<file path="src/rcf_pkg.sv">
// Package of constants for the remote command response framer
`default_nettype none
package rcf_pkg;
  localparam logic [7:0] RCF_DELIM = 8'h7E;
  localparam logic [7:0] RCF_TYPE = 8'h97;
  localparam logic [15:0] RCF_NET_ADDR = 16'hFFFE;
  localparam logic [7:0] RCF_CSUM_BASE = 8'hFF;
  localparam logic [7:0] RCF_OFS_DELIM = 8'h00;
  localparam logic [7:0] RCF_OFS_LEN_MSB = 8'h01;
  localparam logic [7:0] RCF_OFS_LEN_LSB = 8'h02;
  localparam logic [7:0] RCF_OFS_TYPE = 8'h03;
  localparam logic [7:0] RCF_OFS_TAG = 8'h04;
  localparam logic [7:0] RCF_OFS_ADDR = 8'h05;
  localparam logic [7:0] RCF_OFS_NET = 8'h0D;
  localparam logic [7:0] RCF_OFS_CMD = 8'h0F;
  localparam logic [7:0] RCF_OFS_STATUS = 8'h11;
  localparam logic [7:0] RCF_OFS_DATA = 8'h12;
  // Bytes from type code through status
  localparam logic [15:0] RCF_FIXED_LEN = 16'h000F;
  localparam logic [7:0] RCF_ST_OK = 8'h00;
  localparam logic [7:0] RCF_ST_ERROR = 8'h01;
  localparam logic [7:0] RCF_ST_BAD_CMD = 8'h02;
  localparam logic [7:0] RCF_ST_BAD_PARAM = 8'h03;
endpackage
`default_nettype wire

</file>
<file path="src/rcf_framer.sv">
// Remote command response frame builder, byte stream toward the UART
// Contract
// - A reply starts a frame: 0x7E at offset 0, type 0x97 at offset 3.
// - Each answer of a multi-answer command gets its own frame.
// - Offsets 1-2 hold length MSB first, bytes between length and checksum.
// - Offset 4 echoes the request tag of the original request.
// - Offsets 5-12 hold the responder 64-bit address, MSB first.
// - Offsets 13-14 hold fixed network address 0xFFFE, high byte first.
// - Offset 17 holds status: 0 ok, 1 error, 2 bad command, 3 bad param.
// - Returned data follows from offset 18; length counts its bytes.
// - Last byte is 0xFF minus the byte sum from offset 3 on.
`default_nettype none
module rcf_framer
  import rcf_pkg::*;
#(
  parameter int DATA_MAX = 64
) (
  input wire logic SYS_CLK,
  input wire logic SRST,
  input wire logic RSP_VALID,
  output logic RSP_READY,
  input wire logic [7:0] RSP_TAG,
  input wire logic [63:0] RSP_ADDR,
  input wire logic [15:0] RSP_CMD,
  input wire logic [7:0] RSP_STATUS,
  input wire logic [7:0] RSP_DATA_LEN,
  input wire logic [8*DATA_MAX-1:0] RSP_DATA,
  output logic TX_VALID,
  input wire logic TX_READY,
  output logic [7:0] TX_BYTE,
  output logic TX_LAST
);
  typedef enum logic [2:0] {
    RCF_IDLE = 3'b001,
    RCF_BODY = 3'b010,
    RCF_CSUM = 3'b100
  } rcf_state_t;

  rcf_state_t state_r, state_nxt;
  logic [7:0] ofs_r, ofs_nxt;
  logic [7:0] tag_r, tag_nxt;
  logic [63:0] addr_r, addr_nxt;
  logic [15:0] cmd_r, cmd_nxt;
  logic [7:0] status_r, status_nxt;
  logic [7:0] dlen_r, dlen_nxt;
  logic [8*DATA_MAX-1:0] data_r, data_nxt;
  logic tx_valid_r, tx_valid_nxt;
  logic [7:0] tx_byte_r, tx_byte_nxt;
  logic tx_last_r, tx_last_nxt;
  logic ready_r, ready_nxt;
  logic [15:0] len;
  logic [7:0] byte_sel;
  logic [7:0] sum;
  logic [7:0] csum;
  logic sum_clear;
  logic sum_add;
  logic [7:0] dlen_in;
  logic [7:0] data_idx;
  logic sent;

  assign sent = tx_valid_r && TX_READY;
  assign len = RCF_FIXED_LEN + {8'h00, dlen_r};
  assign dlen_in = (RSP_DATA_LEN > 8'(DATA_MAX)) ? 8'(DATA_MAX) : RSP_DATA_LEN;
  assign data_idx = 8'(ofs_nxt - RCF_OFS_DATA);

  // Byte for the offset about to be presented
  always_comb begin
    byte_sel = 8'h00;
    if (ofs_nxt == RCF_OFS_DELIM) begin
      byte_sel = RCF_DELIM;
    end else if (ofs_nxt == RCF_OFS_LEN_MSB) begin
      byte_sel = len[15:8];
    end else if (ofs_nxt == RCF_OFS_LEN_LSB) begin
      byte_sel = len[7:0];
    end else if (ofs_nxt == RCF_OFS_TYPE) begin
      byte_sel = RCF_TYPE;
    end else if (ofs_nxt == RCF_OFS_TAG) begin
      byte_sel = tag_nxt;
    end else if (ofs_nxt < RCF_OFS_NET) begin
      byte_sel = addr_nxt[8'(8'd7 - 8'(ofs_nxt - RCF_OFS_ADDR)) * 8 +: 8];
    end else if (ofs_nxt == RCF_OFS_NET) begin
      byte_sel = RCF_NET_ADDR[15:8];
    end else if (ofs_nxt == 8'(RCF_OFS_NET + 8'h01)) begin
      byte_sel = RCF_NET_ADDR[7:0];
    end else if (ofs_nxt == RCF_OFS_CMD) begin
      byte_sel = cmd_nxt[15:8];
    end else if (ofs_nxt == 8'(RCF_OFS_CMD + 8'h01)) begin
      byte_sel = cmd_nxt[7:0];
    end else if (ofs_nxt == RCF_OFS_STATUS) begin
      byte_sel = status_nxt;
    end else if (data_idx < 8'(DATA_MAX)) begin
      byte_sel = data_nxt[data_idx*8 +: 8];
    end
  end

  always_comb begin
    state_nxt = state_r;
    ofs_nxt = ofs_r;
    tag_nxt = tag_r;
    addr_nxt = addr_r;
    cmd_nxt = cmd_r;
    status_nxt = status_r;
    dlen_nxt = dlen_r;
    data_nxt = data_r;
    tx_valid_nxt = tx_valid_r;
    tx_byte_nxt = tx_byte_r;
    tx_last_nxt = tx_last_r;
    ready_nxt = ready_r;
    sum_clear = 1'b0;
    sum_add = 1'b0;
    unique case (state_r)
      RCF_IDLE: begin
        // One frame per accepted answer, never merged
        if (RSP_VALID && ready_r) begin
          tag_nxt = RSP_TAG;
          addr_nxt = RSP_ADDR;
          cmd_nxt = RSP_CMD;
          status_nxt = RSP_STATUS;
          dlen_nxt = dlen_in;
          data_nxt = RSP_DATA;
          ofs_nxt = RCF_OFS_DELIM;
          ready_nxt = 1'b0;
          sum_clear = 1'b1;
          state_nxt = RCF_BODY;
          tx_valid_nxt = 1'b1;
          tx_byte_nxt = byte_sel;
          tx_last_nxt = 1'b0;
        end
      end
      RCF_BODY: begin
        if (sent) begin
          sum_add = (ofs_r >= RCF_OFS_TYPE);
          if (ofs_r == 8'(RCF_OFS_DATA + dlen_r - 8'h01) ||
              (dlen_r == 8'h00 && ofs_r == RCF_OFS_STATUS)) begin
            state_nxt = RCF_CSUM;
            tx_byte_nxt = 8'(csum - tx_byte_r);
            tx_last_nxt = 1'b1;
          end else begin
            ofs_nxt = 8'(ofs_r + 8'h01);
            tx_byte_nxt = byte_sel;
          end
        end
      end
      RCF_CSUM: begin
        if (sent) begin
          tx_valid_nxt = 1'b0;
          tx_last_nxt = 1'b0;
          ready_nxt = 1'b1;
          state_nxt = RCF_IDLE;
        end
      end
      default: begin
        state_nxt = RCF_IDLE;
        ready_nxt = 1'b1;
        tx_valid_nxt = 1'b0;
      end
    endcase
  end

  always_ff @(posedge SYS_CLK) begin
    if (SRST) begin
      state_r <= RCF_IDLE;
      ofs_r <= 8'h00;
      tag_r <= 8'h00;
      addr_r <= 64'h0;
      cmd_r <= 16'h0000;
      status_r <= 8'h00;
      dlen_r <= 8'h00;
      data_r <= '0;
      tx_valid_r <= 1'b0;
      tx_byte_r <= 8'h00;
      tx_last_r <= 1'b0;
      ready_r <= 1'b1;
    end else begin
      state_r <= state_nxt;
      ofs_r <= ofs_nxt;
      tag_r <= tag_nxt;
      addr_r <= addr_nxt;
      cmd_r <= cmd_nxt;
      status_r <= status_nxt;
      dlen_r <= dlen_nxt;
      data_r <= data_nxt;
      tx_valid_r <= tx_valid_nxt;
      tx_byte_r <= tx_byte_nxt;
      tx_last_r <= tx_last_nxt;
      ready_r <= ready_nxt;
    end
  end

  rcf_csum u_csum (
    .clk(SYS_CLK),
    .srst(SRST),
    .clear(sum_clear),
    .add(sum_add),
    .data(tx_byte_r),
    .sum(sum),
    .csum(csum)
  );

  assign RSP_READY = ready_r;
  assign TX_VALID = tx_valid_r;
  assign TX_BYTE = tx_byte_r;
  assign TX_LAST = tx_last_r;

  // Checks
  property p_delim;
    @(posedge SYS_CLK) disable iff (SRST)
      (RSP_VALID && RSP_READY) |=> (TX_VALID && TX_BYTE == RCF_DELIM);
  endproperty
  a_delim: assert property (p_delim) else $error("no delimiter");

  property p_type;
    @(posedge SYS_CLK) disable iff (SRST)
      (sent && state_r == RCF_BODY && ofs_r == RCF_OFS_LEN_LSB)
      |=> (TX_BYTE == RCF_TYPE);
  endproperty
  a_type: assert property (p_type) else $error("bad type");

  property p_one_frame;
    @(posedge SYS_CLK) disable iff (SRST)
      (TX_VALID && !TX_LAST) |-> !RSP_READY;
  endproperty
  a_one_frame: assert property (p_one_frame) else $error("merged");

  property p_len;
    @(posedge SYS_CLK) disable iff (SRST)
      (sent && ofs_r == RCF_OFS_LEN_MSB && state_r == RCF_BODY)
      |-> (TX_BYTE == len[15:8]) ##1 (TX_BYTE == len[7:0]);
  endproperty
  a_len: assert property (p_len) else $error("bad length");

  property p_tag;
    @(posedge SYS_CLK) disable iff (SRST)
      (sent && ofs_r == RCF_OFS_TYPE && state_r == RCF_BODY)
      |=> (TX_BYTE == tag_r);
  endproperty
  a_tag: assert property (p_tag) else $error("bad tag");

  property p_addr;
    @(posedge SYS_CLK) disable iff (SRST)
      (sent && ofs_r == RCF_OFS_TAG && state_r == RCF_BODY)
      |=> (TX_BYTE == addr_r[63:56]);
  endproperty
  a_addr: assert property (p_addr) else $error("bad address");

  property p_net;
    @(posedge SYS_CLK) disable iff (SRST)
      (TX_VALID && state_r == RCF_BODY && ofs_r == RCF_OFS_NET)
      |-> (TX_BYTE == RCF_NET_ADDR[15:8]);
  endproperty
  a_net: assert property (p_net) else $error("bad net addr");

  property p_status;
    @(posedge SYS_CLK) disable iff (SRST)
      (TX_VALID && state_r == RCF_BODY && ofs_r == RCF_OFS_STATUS)
      |-> (TX_BYTE == status_r);
  endproperty
  a_status: assert property (p_status) else $error("bad status");

  property p_csum;
    @(posedge SYS_CLK) disable iff (SRST)
      (TX_VALID && TX_LAST) |-> (8'(sum + TX_BYTE) == RCF_CSUM_BASE);
  endproperty
  a_csum: assert property (p_csum) else $error("bad checksum");
endmodule
`default_nettype wire

</file>
<file path="src/rcf_csum.sv">
// Running modular sum and checksum byte for one frame
`default_nettype none
module rcf_csum
  import rcf_pkg::*;
(
  input wire logic clk,
  input wire logic srst,
  input wire logic clear,
  input wire logic add,
  input wire logic [7:0] data,
  output logic [7:0] sum,
  output logic [7:0] csum
);
  logic [7:0] sum_r;
  logic [7:0] sum_nxt;

  always_comb begin
    sum_nxt = sum_r;
    if (clear) begin
      sum_nxt = 8'h00;
    end else if (add) begin
      sum_nxt = 8'(sum_r + data);
    end
  end

  always_ff @(posedge clk) begin
    if (srst) begin
      sum_r <= 8'h00;
    end else begin
      sum_r <= sum_nxt;
    end
  end

  assign sum = sum_r;
  assign csum = 8'(RCF_CSUM_BASE - sum_r);
endmodule
`default_nettype wire

</file>
<file path="config.mk">
export PLATFORM = sky130hd
export DESIGN_NAME = rcf_framer
export DESIGN_NICKNAME = d
export VERILOG_FILES = /design/src/rcf_pkg.sv /design/src/rcf_framer.sv /design/src/rcf_csum.sv
export SDC_FILE = /design/constraint.sdc
export NUM_CORES = 1
export LEC_CHECK = 0
export BUFFER_PORTS_ARGS = -buffer_cell sky130_fd_sc_hd__buf_2
export CAP_MARGIN = 25
export CORE_UTILIZATION = 40
export DETAILED_ROUTE_END_ITERATION = 12
export PLACE_DENSITY = 0.59
export SLEW_MARGIN = 40
export SYNTH_ARGS = -nofsm -noshare
export SYNTH_HDL_FRONTEND = slang
export SYNTH_HIERARCHICAL = 1
export SYNTH_SLANG_ARGS = --single-unit
</file>
<file path="constraint.sdc">
create_clock -name SYS_CLK -period 12.8 [get_ports SYS_CLK]
set_input_delay 1.92 -clock SYS_CLK [delete_from_list [all_inputs] [get_ports SYS_CLK]]
set_output_delay 1.92 -clock SYS_CLK [all_outputs]
set_load 0.02 [all_outputs]
</file>
Word-level counts from Yosys, hierarchy flattened
Cells that the tools add are included.
{ "totals": {"ff_bits": 646, "out_inout_bits": 11, "input_bits": 620} }
{ "classes": {"magnitude_cmp": 4, "n_eq_ne": 18, "addsub": 10, "mux": 49, "n_shift": 2, "n_reduce_logical": 14, "n_bitwise": 1} }
{ "op_table": {"columns": ["operator", "count"], "rows": [
  ["two-way mux 512 bit", 2],
  ["variable part select 512 x 12 -> 8 bit", 1],
  ["two-way mux 8 bit", 23],
  ["two-way mux 64 bit", 2],
  ["variable part select 64 x 12 -> 8 bit", 1],
  ["two-way mux 16 bit", 2],
  ["one-hot mux 8 bit (2 select lines)", 2],
  ["equality test 8 x 4 -> 1 bit (second input constant)", 3],
  ["equality test 8 x 5 -> 1 bit (second input constant)", 3],
  ["equality test 8 x 2 -> 1 bit (second input constant)", 2],
  ["logical NOT 8 bit", 2],
  ["two-way mux 3 bit", 4],
  ["two-way mux 1 bit", 10],
  ["adder 4 x 8 -> 9 bit (first input constant)", 1],
  ["one-hot mux 1 bit (3 select lines)", 3],
  ["one-hot mux 3 bit (3 select lines)", 1],
  ["adder 5 x 8 -> 8 bit (first input constant)", 1],
  ["adder 8 x 1 -> 8 bit (second input constant)", 1],
  ["adder 8 bit", 1],
  ["equality test 8 x 1 -> 1 bit (second input constant)", 1],
  ["equality test 8 x 3 -> 1 bit (second input constant)", 1],
  ["equality test 8 bit", 1],
  ["greater-or-equal comparator 8 x 2 -> 1 bit (second input constant)", 1],
  ["> comparator 8 x 7 -> 1 bit (second input constant)", 1],
  ["22 further kinds", 28]
]} }

Logic depth before layout (Yosys ltp)
Gate-level depths: netlist of run 1.
{ "logic_depth": {"word_depth": 24, "mapped_depth": 25} }

By module
The synthesis of run 1 kept the hierarchy.
{ "modules_own_cells": {"columns": ["mod", "cells_per_inst", "seq_area_each_um2", "instances", "area_per_inst_um2"], "rows": [
  ["rcf_framer", 4494, 12772.2, 1, 32372.3],
  ["rcf_csum", 83, 160.2, 1, 654.4]
]} }

Worst setup path after synthesis of run 1
Ideal clock, no wire load.
{ "synth_path": {"kind": "input port to flip-flop", "startpoint": "input RSP_VALID", "endpoint": "register tx_byte_r[7] (netlist: TX_BYTE[7])", "path_buffers": 5, "setup_time_ns": 0.076, "path_slack_ns": 6.208, "t_required_ns": 12.724, "stages": 21, "arrival_time_ns": 6.516, "path_cell_list": "nand4b_1 > a21o_1 > clkbuf_1 > nor3_1 > a211oi_1 > or2_1 > buf_2 > inv_2 > buf_1 > buf_1 > buf_1 > ha_1 > nand2_1 > or3_1 > nor4_1 > a32oi_1 > a21bo_2 > or4b_1 > o31ai_1 > a31oi_1 > o22ai_1"} }
{ "synth_between": {"elab_chain_len": 20, "word_cells_on_any_way": 48, "classes_between": "3 x add/sub; 2 x order compare; 10 x eq/ne; 2 x shift; 28 x mux; 3 x reduce/logical"} }
{ "synth_rtl": {"columns": ["item", "line_no", "rtl"], "rows": [
  ["start: declaration", "rcf_framer.sv:20", "input wire logic RSP_VALID,"],
  ["logical AND 1 bit (*)", "rcf_framer.sv:114", "if (RSP_VALID && ready_r) begin"],
  ["two-way mux 8 bit", "rcf_framer.sv:114", null],
  ["one-hot mux 8 bit (2 select lines)", "rcf_framer.sv:111", "unique case (state_r)"],
  ["subtractor 8 x 5 -> 8 bit", "rcf_framer.sv:64", "assign data_idx = 8'(ofs_nxt - RCF_OFS_DATA);"],
  ["variable part select 512 x 12 -> 8 bit / less-than comparator 8 x 7 -> 1 bit (equally long branches)", "rcf_framer.sv:92, rcf_framer.sv:91", null],
  ["two-way mux 8 bit", "rcf_framer.sv:91", "end else if (data_idx < 8'(DATA_MAX)) begin"],
  ["two-way mux 8 bit", "rcf_framer.sv:89", "end else if (ofs_nxt == RCF_OFS_STATUS) begin"],
  ["two-way mux 8 bit", "rcf_framer.sv:87", "end else if (ofs_nxt == 8'(RCF_OFS_CMD + 8'h01)) begin"],
  ["(+4 left out)", null, null],
  ["two-way mux 8 bit", "rcf_framer.sv:77", "end else if (ofs_nxt == RCF_OFS_TAG) begin"],
  ["two-way mux 8 bit", "rcf_framer.sv:75", "end else if (ofs_nxt == RCF_OFS_TYPE) begin"],
  ["two-way mux 8 bit", "rcf_framer.sv:73", "end else if (ofs_nxt == RCF_OFS_LEN_LSB) begin"],
  ["two-way mux 8 bit", "rcf_framer.sv:71", "end else if (ofs_nxt == RCF_OFS_LEN_MSB) begin"],
  ["two-way mux 8 bit", "rcf_framer.sv:69", "if (ofs_nxt == RCF_OFS_DELIM) begin"],
  ["two-way mux 8 bit", "rcf_framer.sv:133", "if (ofs_r == 8'(RCF_OFS_DATA + dlen_r - 8'h01) ||"],
  ["two-way mux 8 bit", "rcf_framer.sv:131", "if (sent) begin"],
  ["one-hot mux 8 bit (2 select lines)", "rcf_framer.sv:111", null],
  ["end signal: assignment", "rcf_framer.sv:184", "tx_byte_r <= tx_byte_nxt;"],
  ["end: declaration", "rcf_framer.sv:48", "logic [7:0] tx_byte_r, tx_byte_nxt;"]
]} }
Mark *: on every way between the ends. The rest lies on a longest branch, timed or not. The select of a mux whose other input is x is not followed.
A chain may end at the register's enable or synchronous reset.

Worst setup path after layout of run 1
{ "layout_path": {"startpoint": "input RSP_VALID", "endpoint": "register tx_byte_r[2] (netlist: TX_BYTE[2])"} }
Same word-level chain as after synthesis.

==> impl_metrics.toml, run 1 <==
[floorplanning]
die_height_um = 289.3
start_util_pct = 40.35
rows = 105
core_um2 = 81850
die_area_um2 = 83720
die_x_um = 289.3
ios = 631

[placement]
io_buffers = 630
post-place-ws_ns = 5.147
routabilityCongestion = 0.9715
hpwlAfterDp_um = 99420

[critical_path]
r2r-start = "dlen_r[0]$_SDFFE_PP0P_"
critPathLaunchType = "input port"
critPathKind = "in -> reg"
cp_cell_sequence = "buf_2 -> nand4b_1 -> or2_4 -> inv_8 -> a211oi_1 -> or2_4 -> inv_4 -> ha_1 -> xnor2_4 -> buf_4 -> buf_4 -> a311oi_1 -> a311oi_1 -> a211oi_1 -> a211oi_1 -> nor3_1 -> a211o_1"
arrival_ns = 7.65
path_max_fanout = 83
crit_slowest_cell = "xnor2_4"
required_ns = 13.32
critPathCaptureType = "flop"
crit_top_cell = "a211oi_1"
worst-r2r-cell-count = 19
worstSetupStartpoint = "RSP_VALID"
cpPeakStageDelay_ns = 0.64

[timing]
whs_ns = 0.4505
finalHoldViolCount = 0
rsz0062_at_grt = "no"
max_freq_mhz = 140.3
setup_ws_ns = 5.675
max_slew.worst_pin.slew_ns = 0.9311
setup_violations = 0
post-route-period-util_pct = 55.67
slew_viol_final = 0
clock-skew-final_ns = 0.02620
tns_ns = 0
period_needed_ns = 7.125
maxSlewHeadroom_pct = 36.32

[synthesis]
synth_area_um2 = 33030
syn_nets = 5224
yosys.cell_types.count = 99
synth-seq-cells = 646
async_reset_ff_share_pct = 0
postSynthCellCount = 4577
synth_edf_count = 0
synth_top_area_cell = "dfxtp_1"
ys.flop_type = "dfxtp_1"
ys_warn_count = 6
yosysSeqAreaShare_pct = 39.16
netlist.area_leader.share_pct = 39.16
syn_area_per_cell_um2 = 7.216
synth.area.top_cells = "dfxtp_1 39%, nand2_1 18%, a21oi_1 9.6%"

[detailed_routing]
drt_wl_total_um = 141400
drc = 0
via_per_inst = 5.729
antenna_left = 0
num_vias = 34852
drtIter0Drc = 3987
drt_pass1_iterations = 6
routedWlPerCell_um = 23.25

[layout]
syn2layout_area_growth_pct = 18.45
finalNetCount = 5579
drive_above_1_share_pct = 17.44

[clock_tree]
cts_made_buffers = 76
cts_resized = 0
ctsHoldBuffers = 0
tritoncts = "yes"
cts_root_buffer = "clkbuf_16"
worstSkewPairLatency_ns = 0.63
cts.sinks = 646
post_cts_buffers = 0
clk_pin_slew_ns = 0.06
cts_buffer_depth = 3
cts_htree_levels = 3

[hold_path]
whs_path_depth = 2
hp-class = "reg -> reg"
min-delay-start = "data_r[141]$_SDFF_PP0_"

[global_routing]
grt_pass1_vias = 31388
antenna_found_initial = 46
grt_max_degree = 191
track_usage_pct = 32.22
grt_pass1_wl_um = 202700
grt-ovfl-total = 0

[outcome]
status = "completed"

[power_and_ir_drop]
total_power_w = 0.005791
cellPowerDensity_nw_per_um2 = 148.0
power.static_leakage_nw = 15.27
vdd_drop_max_mv = 0.08748

[job]
maxCapViolCount = 0
[worst paths after layout]
| check | end | slack [ns] |
|---|---|---|
| setup / recovery | TX_BYTE[2]$_SDFFE_PP0P_ | 5.67 |
| hold / removal | data_r[141]$_SDFF_PP0_ | 0.45 |
| setup reg to reg | TX_BYTE[2]$_SDFFE_PP0P_ | 5.77 |
| hold reg to reg | data_r[141]$_SDFF_PP0_ | 0.45 |
[synthesized netlist by cell type (11+ instances only)]
library cell     n
a2111oi_0       11
a211oi_1        82
a21boi_0        11
a21oi_1        635
a221oi_1        12
a311oi_1        84
a31oi_1         55
and3_1          75
buf_1           33
buf_2           59
clkbuf_1       296
dfxtp_1        646
ha_1            25
inv_1           26
mux2i_1        119
mux4_2          23
nand2_1       1621
nand2b_1        11
nand3_1        177
nand4_1         14
nor2_1         131
nor3_1          46
nor4_1          15
o211ai_1        28
o21ai_0         78
o31ai_1         18
[sequential cells by signal, indices dropped and copies added, names as in the netlist]
signal	flops
status_r	8
tag_r	8
RSP_READY	1
addr_r	64
TX_BYTE	8
ofs_r	8
data_r	512
cmd_r	16
TX_VALID	1
state_r	3
TX_LAST	1
dlen_r	8
u_csum/sum	8
[worst max-delay path, delay by kind of cell]
family | cells | cell delay [ns]
compound gates | 6 | 1.64
fa+ha+maj | 1 | 0.43
buf+inv | 5 | 1.65
simple gates | 4 | 1.24
xor+xnor | 1 | 0.64
[layout by cell type, fill, tap and decap left out, types with 11 or more instances in the layout]
cell,n
a211oi_1,82
a21boi_0,11
a21oi_1,634
a221oi_1,12
a311oi_1,84
a31oi_1,55
and3_1,75
buf_2,630
buf_4,27
clkbuf_1,18
clkbuf_16,79
clkbuf_8,15
clkinv_2,12
dfxtp_1,646
diode_2,24
ha_1,24
inv_1,26
mux2i_1,119
mux4_2,23
nand2_1,1619
nand2b_1,11
nand3_1,177
nand4_1,14
nor2_1,129
nor3_1,45
nor4_1,14
o211ai_1,28
o21ai_0,78
o31ai_1,18
[layout make-up]
class,count,area [um2]
tap,1070,1339
inverter,32,138.9
clock inverter,23,280.3
timing repair buffer,675,3665
antenna,24,60.06
sequential,646,12930
multi-input combinational,3501,18450
clock buffer,112,2251
fill,8484,42730
[routing by layer]
layer,wire length [um],share of wire (%),global-route usage [%]
met4,5025,3.6,12.09
met3,11780,8.3,6.276
met5,189,0.13,0
met1,59490,42,43.21
met2,64940,46,51.02
[cells by family (layout without fill, tap and decap cells)]
kind of cell               count (synthesis)  in the layout  synth area share, %
buffers and inverters                    430            842                5.296
adders and majority gates                 27             27                1.068
DFF                                      646            646                39.16
xor gates and xnor gates                  22             22               0.6857
muxes                                    152            152                5.516
AOI/OAI and AO/OA                       1144           1144                21.29
and+or+nand+nor                         2156           2156                26.99
other                                      0             24                    0
[report_power, final]
group,internal [W],switching [W],total (W)
Clock,0.00132,0.000913,0.00224
Sequential,0.00222,0.000113,0.00234
Combinational,0.000410,0.000810,0.00122
Total,0.00396,0.00184,0.00579
[metrics by stage]
| step | instances | util, % | cell area (um2) |
|---|---|---|---|
| 2_1_floorplan | 4577 | - | 33030 |
| 3_3_place_gp | 5919 | 44.47 | 36400 |
| 3_5_place_dp | 5922 | 44.55 | 36460 |
| 4_1_cts | 6057 | 47.64 | 38990 |
| 5_1_grt | 6073 | 47.77 | 39100 |
| 6_report | 6083 | 47.80 | 39120 |
(Power assumes the default switching activity.)
==> run 2: changes to the inputs <==
--- a/config.mk
+++ b/config.mk
@@ -5,6 +5,7 @@
 export SDC_FILE = /design/constraint.sdc
 export NUM_CORES = 1
 export LEC_CHECK = 0
+export ABC_AREA = 1
 export BUFFER_PORTS_ARGS = -buffer_cell sky130_fd_sc_hd__buf_2
 export CAP_MARGIN = 25
 export CORE_UTILIZATION = 40
==> constraint.sdc (replaced) <==
create_clock -name SYS_CLK -period 6.95 [get_ports SYS_CLK]
set_input_delay 1.0425 -clock SYS_CLK [delete_from_list [all_inputs] [get_ports SYS_CLK]]
set_output_delay 1.0425 -clock SYS_CLK [all_outputs]
set_load 0.02 [all_outputs]
==> run 2 against run 1 <==
  * Non-clock buffer count fell by 12
  * Via count decreased by 20%
  * Flip-flop and latch count unchanged
  * Sequential share of layout area is 1.6 points higher
  * Clock power is 83% higher
  * Largest cell class unchanged
==> impl_metrics.toml, run 2 <==
[critical_path]
arrival_ns = 5.94
path_max_fanout = 44
crit_top_cell = "nand2_1"
crit_slowest_cell = "ha_4"
cpPeakStageDelay_ns = 0.60
critPathLaunchType = "flop"
required_ns = 7.48
critPathKind = "reg -> reg"
critPathCaptureType = "flop"

[detailed_routing]
drt_pass1_iterations = 6
drc = 0
via_per_inst = 5.072
routedWlPerCell_um = 19.91
drt_wl_total_um = 109800
drtIter0Drc = 2366
antenna_left = 0
num_vias = 27983

[floorplanning]
start_util_pct = 40.53
die_height_um = 279.9
die_area_um2 = 78330
rows = 101
ios = 631
core_um2 = 76200
die_x_um = 279.9

[synthesis]
synth_top_area_cell = "dfxtp_1"
ys_warn_count = 6
synth_area_um2 = 30880
async_reset_ff_share_pct = 0
syn_area_per_cell_um2 = 7.883
synth.area.top_cells = "dfxtp_1 42%, mux2i_1 19%, nand2_1 9.8%"
netlist.area_leader.share_pct = 41.87
yosys-top-cells-count = "807 x nand2_1, 663 x nor2_1, 646 x dfxtp_1, 600 x mux2i_1, 572 x nand3_1"
synth-seq-cells = 646
yosys.cell_types.count = 46
yosysMostFrequentCell = "nand2_1"
syn_nets = 4565
postSynthCellCount = 3918
yosysSeqAreaShare_pct = 41.87
ys.flop_type = "dfxtp_1"
synth_edf_count = 0

[layout]
finalNetCount = 5039
final_common_cell = "nand2_1"
layout_common_cells = "803 x nand2_1, 662 x nor2_1, 646 x dfxtp_1"
largest_reg_flops = 512
regMostFlops = "data_r"
drive_above_1_share_pct = 19.55
final_util_pct = 48.92
largestRegisters = "data_r x512, addr_r x64, cmd_r x16"
finalNonFillerCells = 5517
fill_cells = 7663
syn2layout_area_growth_pct = 20.71

[timing]
post-route-period-util_pct = 77.82
rsz0062_at_grt = "no"
maxSlewHeadroom_pct = 39.77
finalHoldViolCount = 0
setup_ws_ns = 1.542
setup_violations = 0
period_needed_ns = 5.408
max_slew.worst_pin.slew_ns = 0.9034
max_freq_mhz = 184.9
whs_ns = 0.4780
clock-skew-final_ns = 0.03215
tns_ns = 0
slew_viol_final = 0

[clock_tree]
cts.sinks = 646
cts_buffer_depth = 3
cts_root_buffer = "clkbuf_16"
tritoncts = "yes"
cts_htree_levels = 3
cts_made_buffers = 75
cts_resized = 0
worstSkewPairLatency_ns = 0.62
clk_pin_slew_ns = 0.06
ctsHoldBuffers = 0
post_cts_buffers = 0

[global_routing]
grt_max_degree = 185
grt-ovfl-total = 0
track_usage_pct = 27.20
grt_pass1_wl_um = 163400
antenna_found_initial = 57
grt_pass1_vias = 26780

[hold_path]
hp-class = "reg -> reg"

[power_and_ir_drop]
vdd_drop_max_mv = 0.2279
cellPowerDensity_nw_per_um2 = 345.5
power.static_leakage_nw = 17.22

[outcome]
status = "completed"

[placement]
io_buffers = 630
post-place-ws_ns = 1.462
dpl.cell_count = 5343
routabilityCongestion = 0.9030
hpwlAfterDp_um = 78100

[job]
maxCapViolCount = 0
-- run 2: cell types whose count changed after synthesis, sizes merged, moves of 53 or more --
| cell | previous run | this run |
|---|---|---|
| a211oi | 83 | 5 |
| mux2i | 119 | 600 |
| nand2 | 1623 | 822 |
| inv | 29 | 128 |
| buf | 102 | 162 |
| a311oi | 85 | 0 |
| nand3 | 177 | 585 |
| a21oi | 635 | 49 |
| nor2 | 133 | 670 |
| a31oi | 55 | 2 |
| clkbuf | 296 | 104 |
| and3 | 75 | 0 |
-- run 2: area by class of cell --
cell class | instances | area (um2) | share of cell area (%)
multi-input combinational | 2877 | 16280 | 43.66
sequential | 646 | 12930 | 34.69
timing repair buffer | 663 | 3665 | 9.830
clock buffer | 101 | 2105 | 5.645
tap | 1030 | 1289 | 3.457
inverter | 129 | 495.5 | 1.329
clock inverter | 34 | 426.7 | 1.144
antenna | 37 | 92.59 | 0.2484
-- run 2: cells by family after synthesis --
| logic type | share of synthesized area (%) |
|---|---|
| multiplexers | 19.45 |
| AO/OA/AOI/OAI | 2.070 |
| buffers and inverters | 5.647 |
| AND/OR/NAND/NOR | 29.09 |
| XOR/XNOR | 0.7333 |
| adder cells (fa/ha/maj) | 1.142 |
| flip-flops | 41.87 |
-- run 2: power by group --
part | switching (W) | internal (W)
Sequential | 0.000219 | 0.00440
Combinational | 0.00251 | 0.00167
Clock | 0.00165 | 0.00243
-- run 2: metrics by stage --
| step | instance area (um2) | total power (W) |
|---|---|---|
| CTS | 37130 | 0.01294 |
| detailed placement | 34600 | 0.008836 |
| global placement | 34520 | 0.008812 |
| floorplan | 30880 | 0.007729 |
| finish | 37280 | 0.01288 |
| global route | 37270 | 0.01358 |
-- run 2: worst max-delay path: cells and delay by family, from the launching register on --
| family | cells | cell delay [ns] |
|---|---|---|
| AO/OA/AOI/OAI | 3 | 0.32 |
| adder cells (fa/ha/maj) | 2 | 0.92 |
| buffers and inverters | 5 | 1.16 |
| flip-flops | 1 | 0.50 |
| AND/OR/NAND/NOR | 24 | 2.36 |
-- run 2: path summary, 6_finish.rpt --
check	slack, ns	end	startpoint	cells past startpoint
setup / recovery	1.54	TX_BYTE[1]$_SDFFE_PP0P_	dlen_r[0]$_SDFFE_PP0P_	34
hold / removal	0.48	state_r[1]$_SDFFE_PP0P_	state_r[1]$_SDFFE_PP0P_	2
setup reg to reg	1.54	TX_BYTE[1]$_SDFFE_PP0P_	dlen_r[0]$_SDFFE_PP0P_	34
hold reg to reg	0.48	state_r[1]$_SDFFE_PP0P_	state_r[1]$_SDFFE_PP0P_	2
-- run 2: metal layers --
layer  up-vias  wire length [um]  share of wire (%)  GRT usage [%]
li1      13881                 -                  -              -
met2       896             51970                 47          44.55
met5         -               246               0.22              0
met3       217              6822                6.2          5.179
met4        42              3878                3.5          11.01
met1     12947             46910                 43          35.03
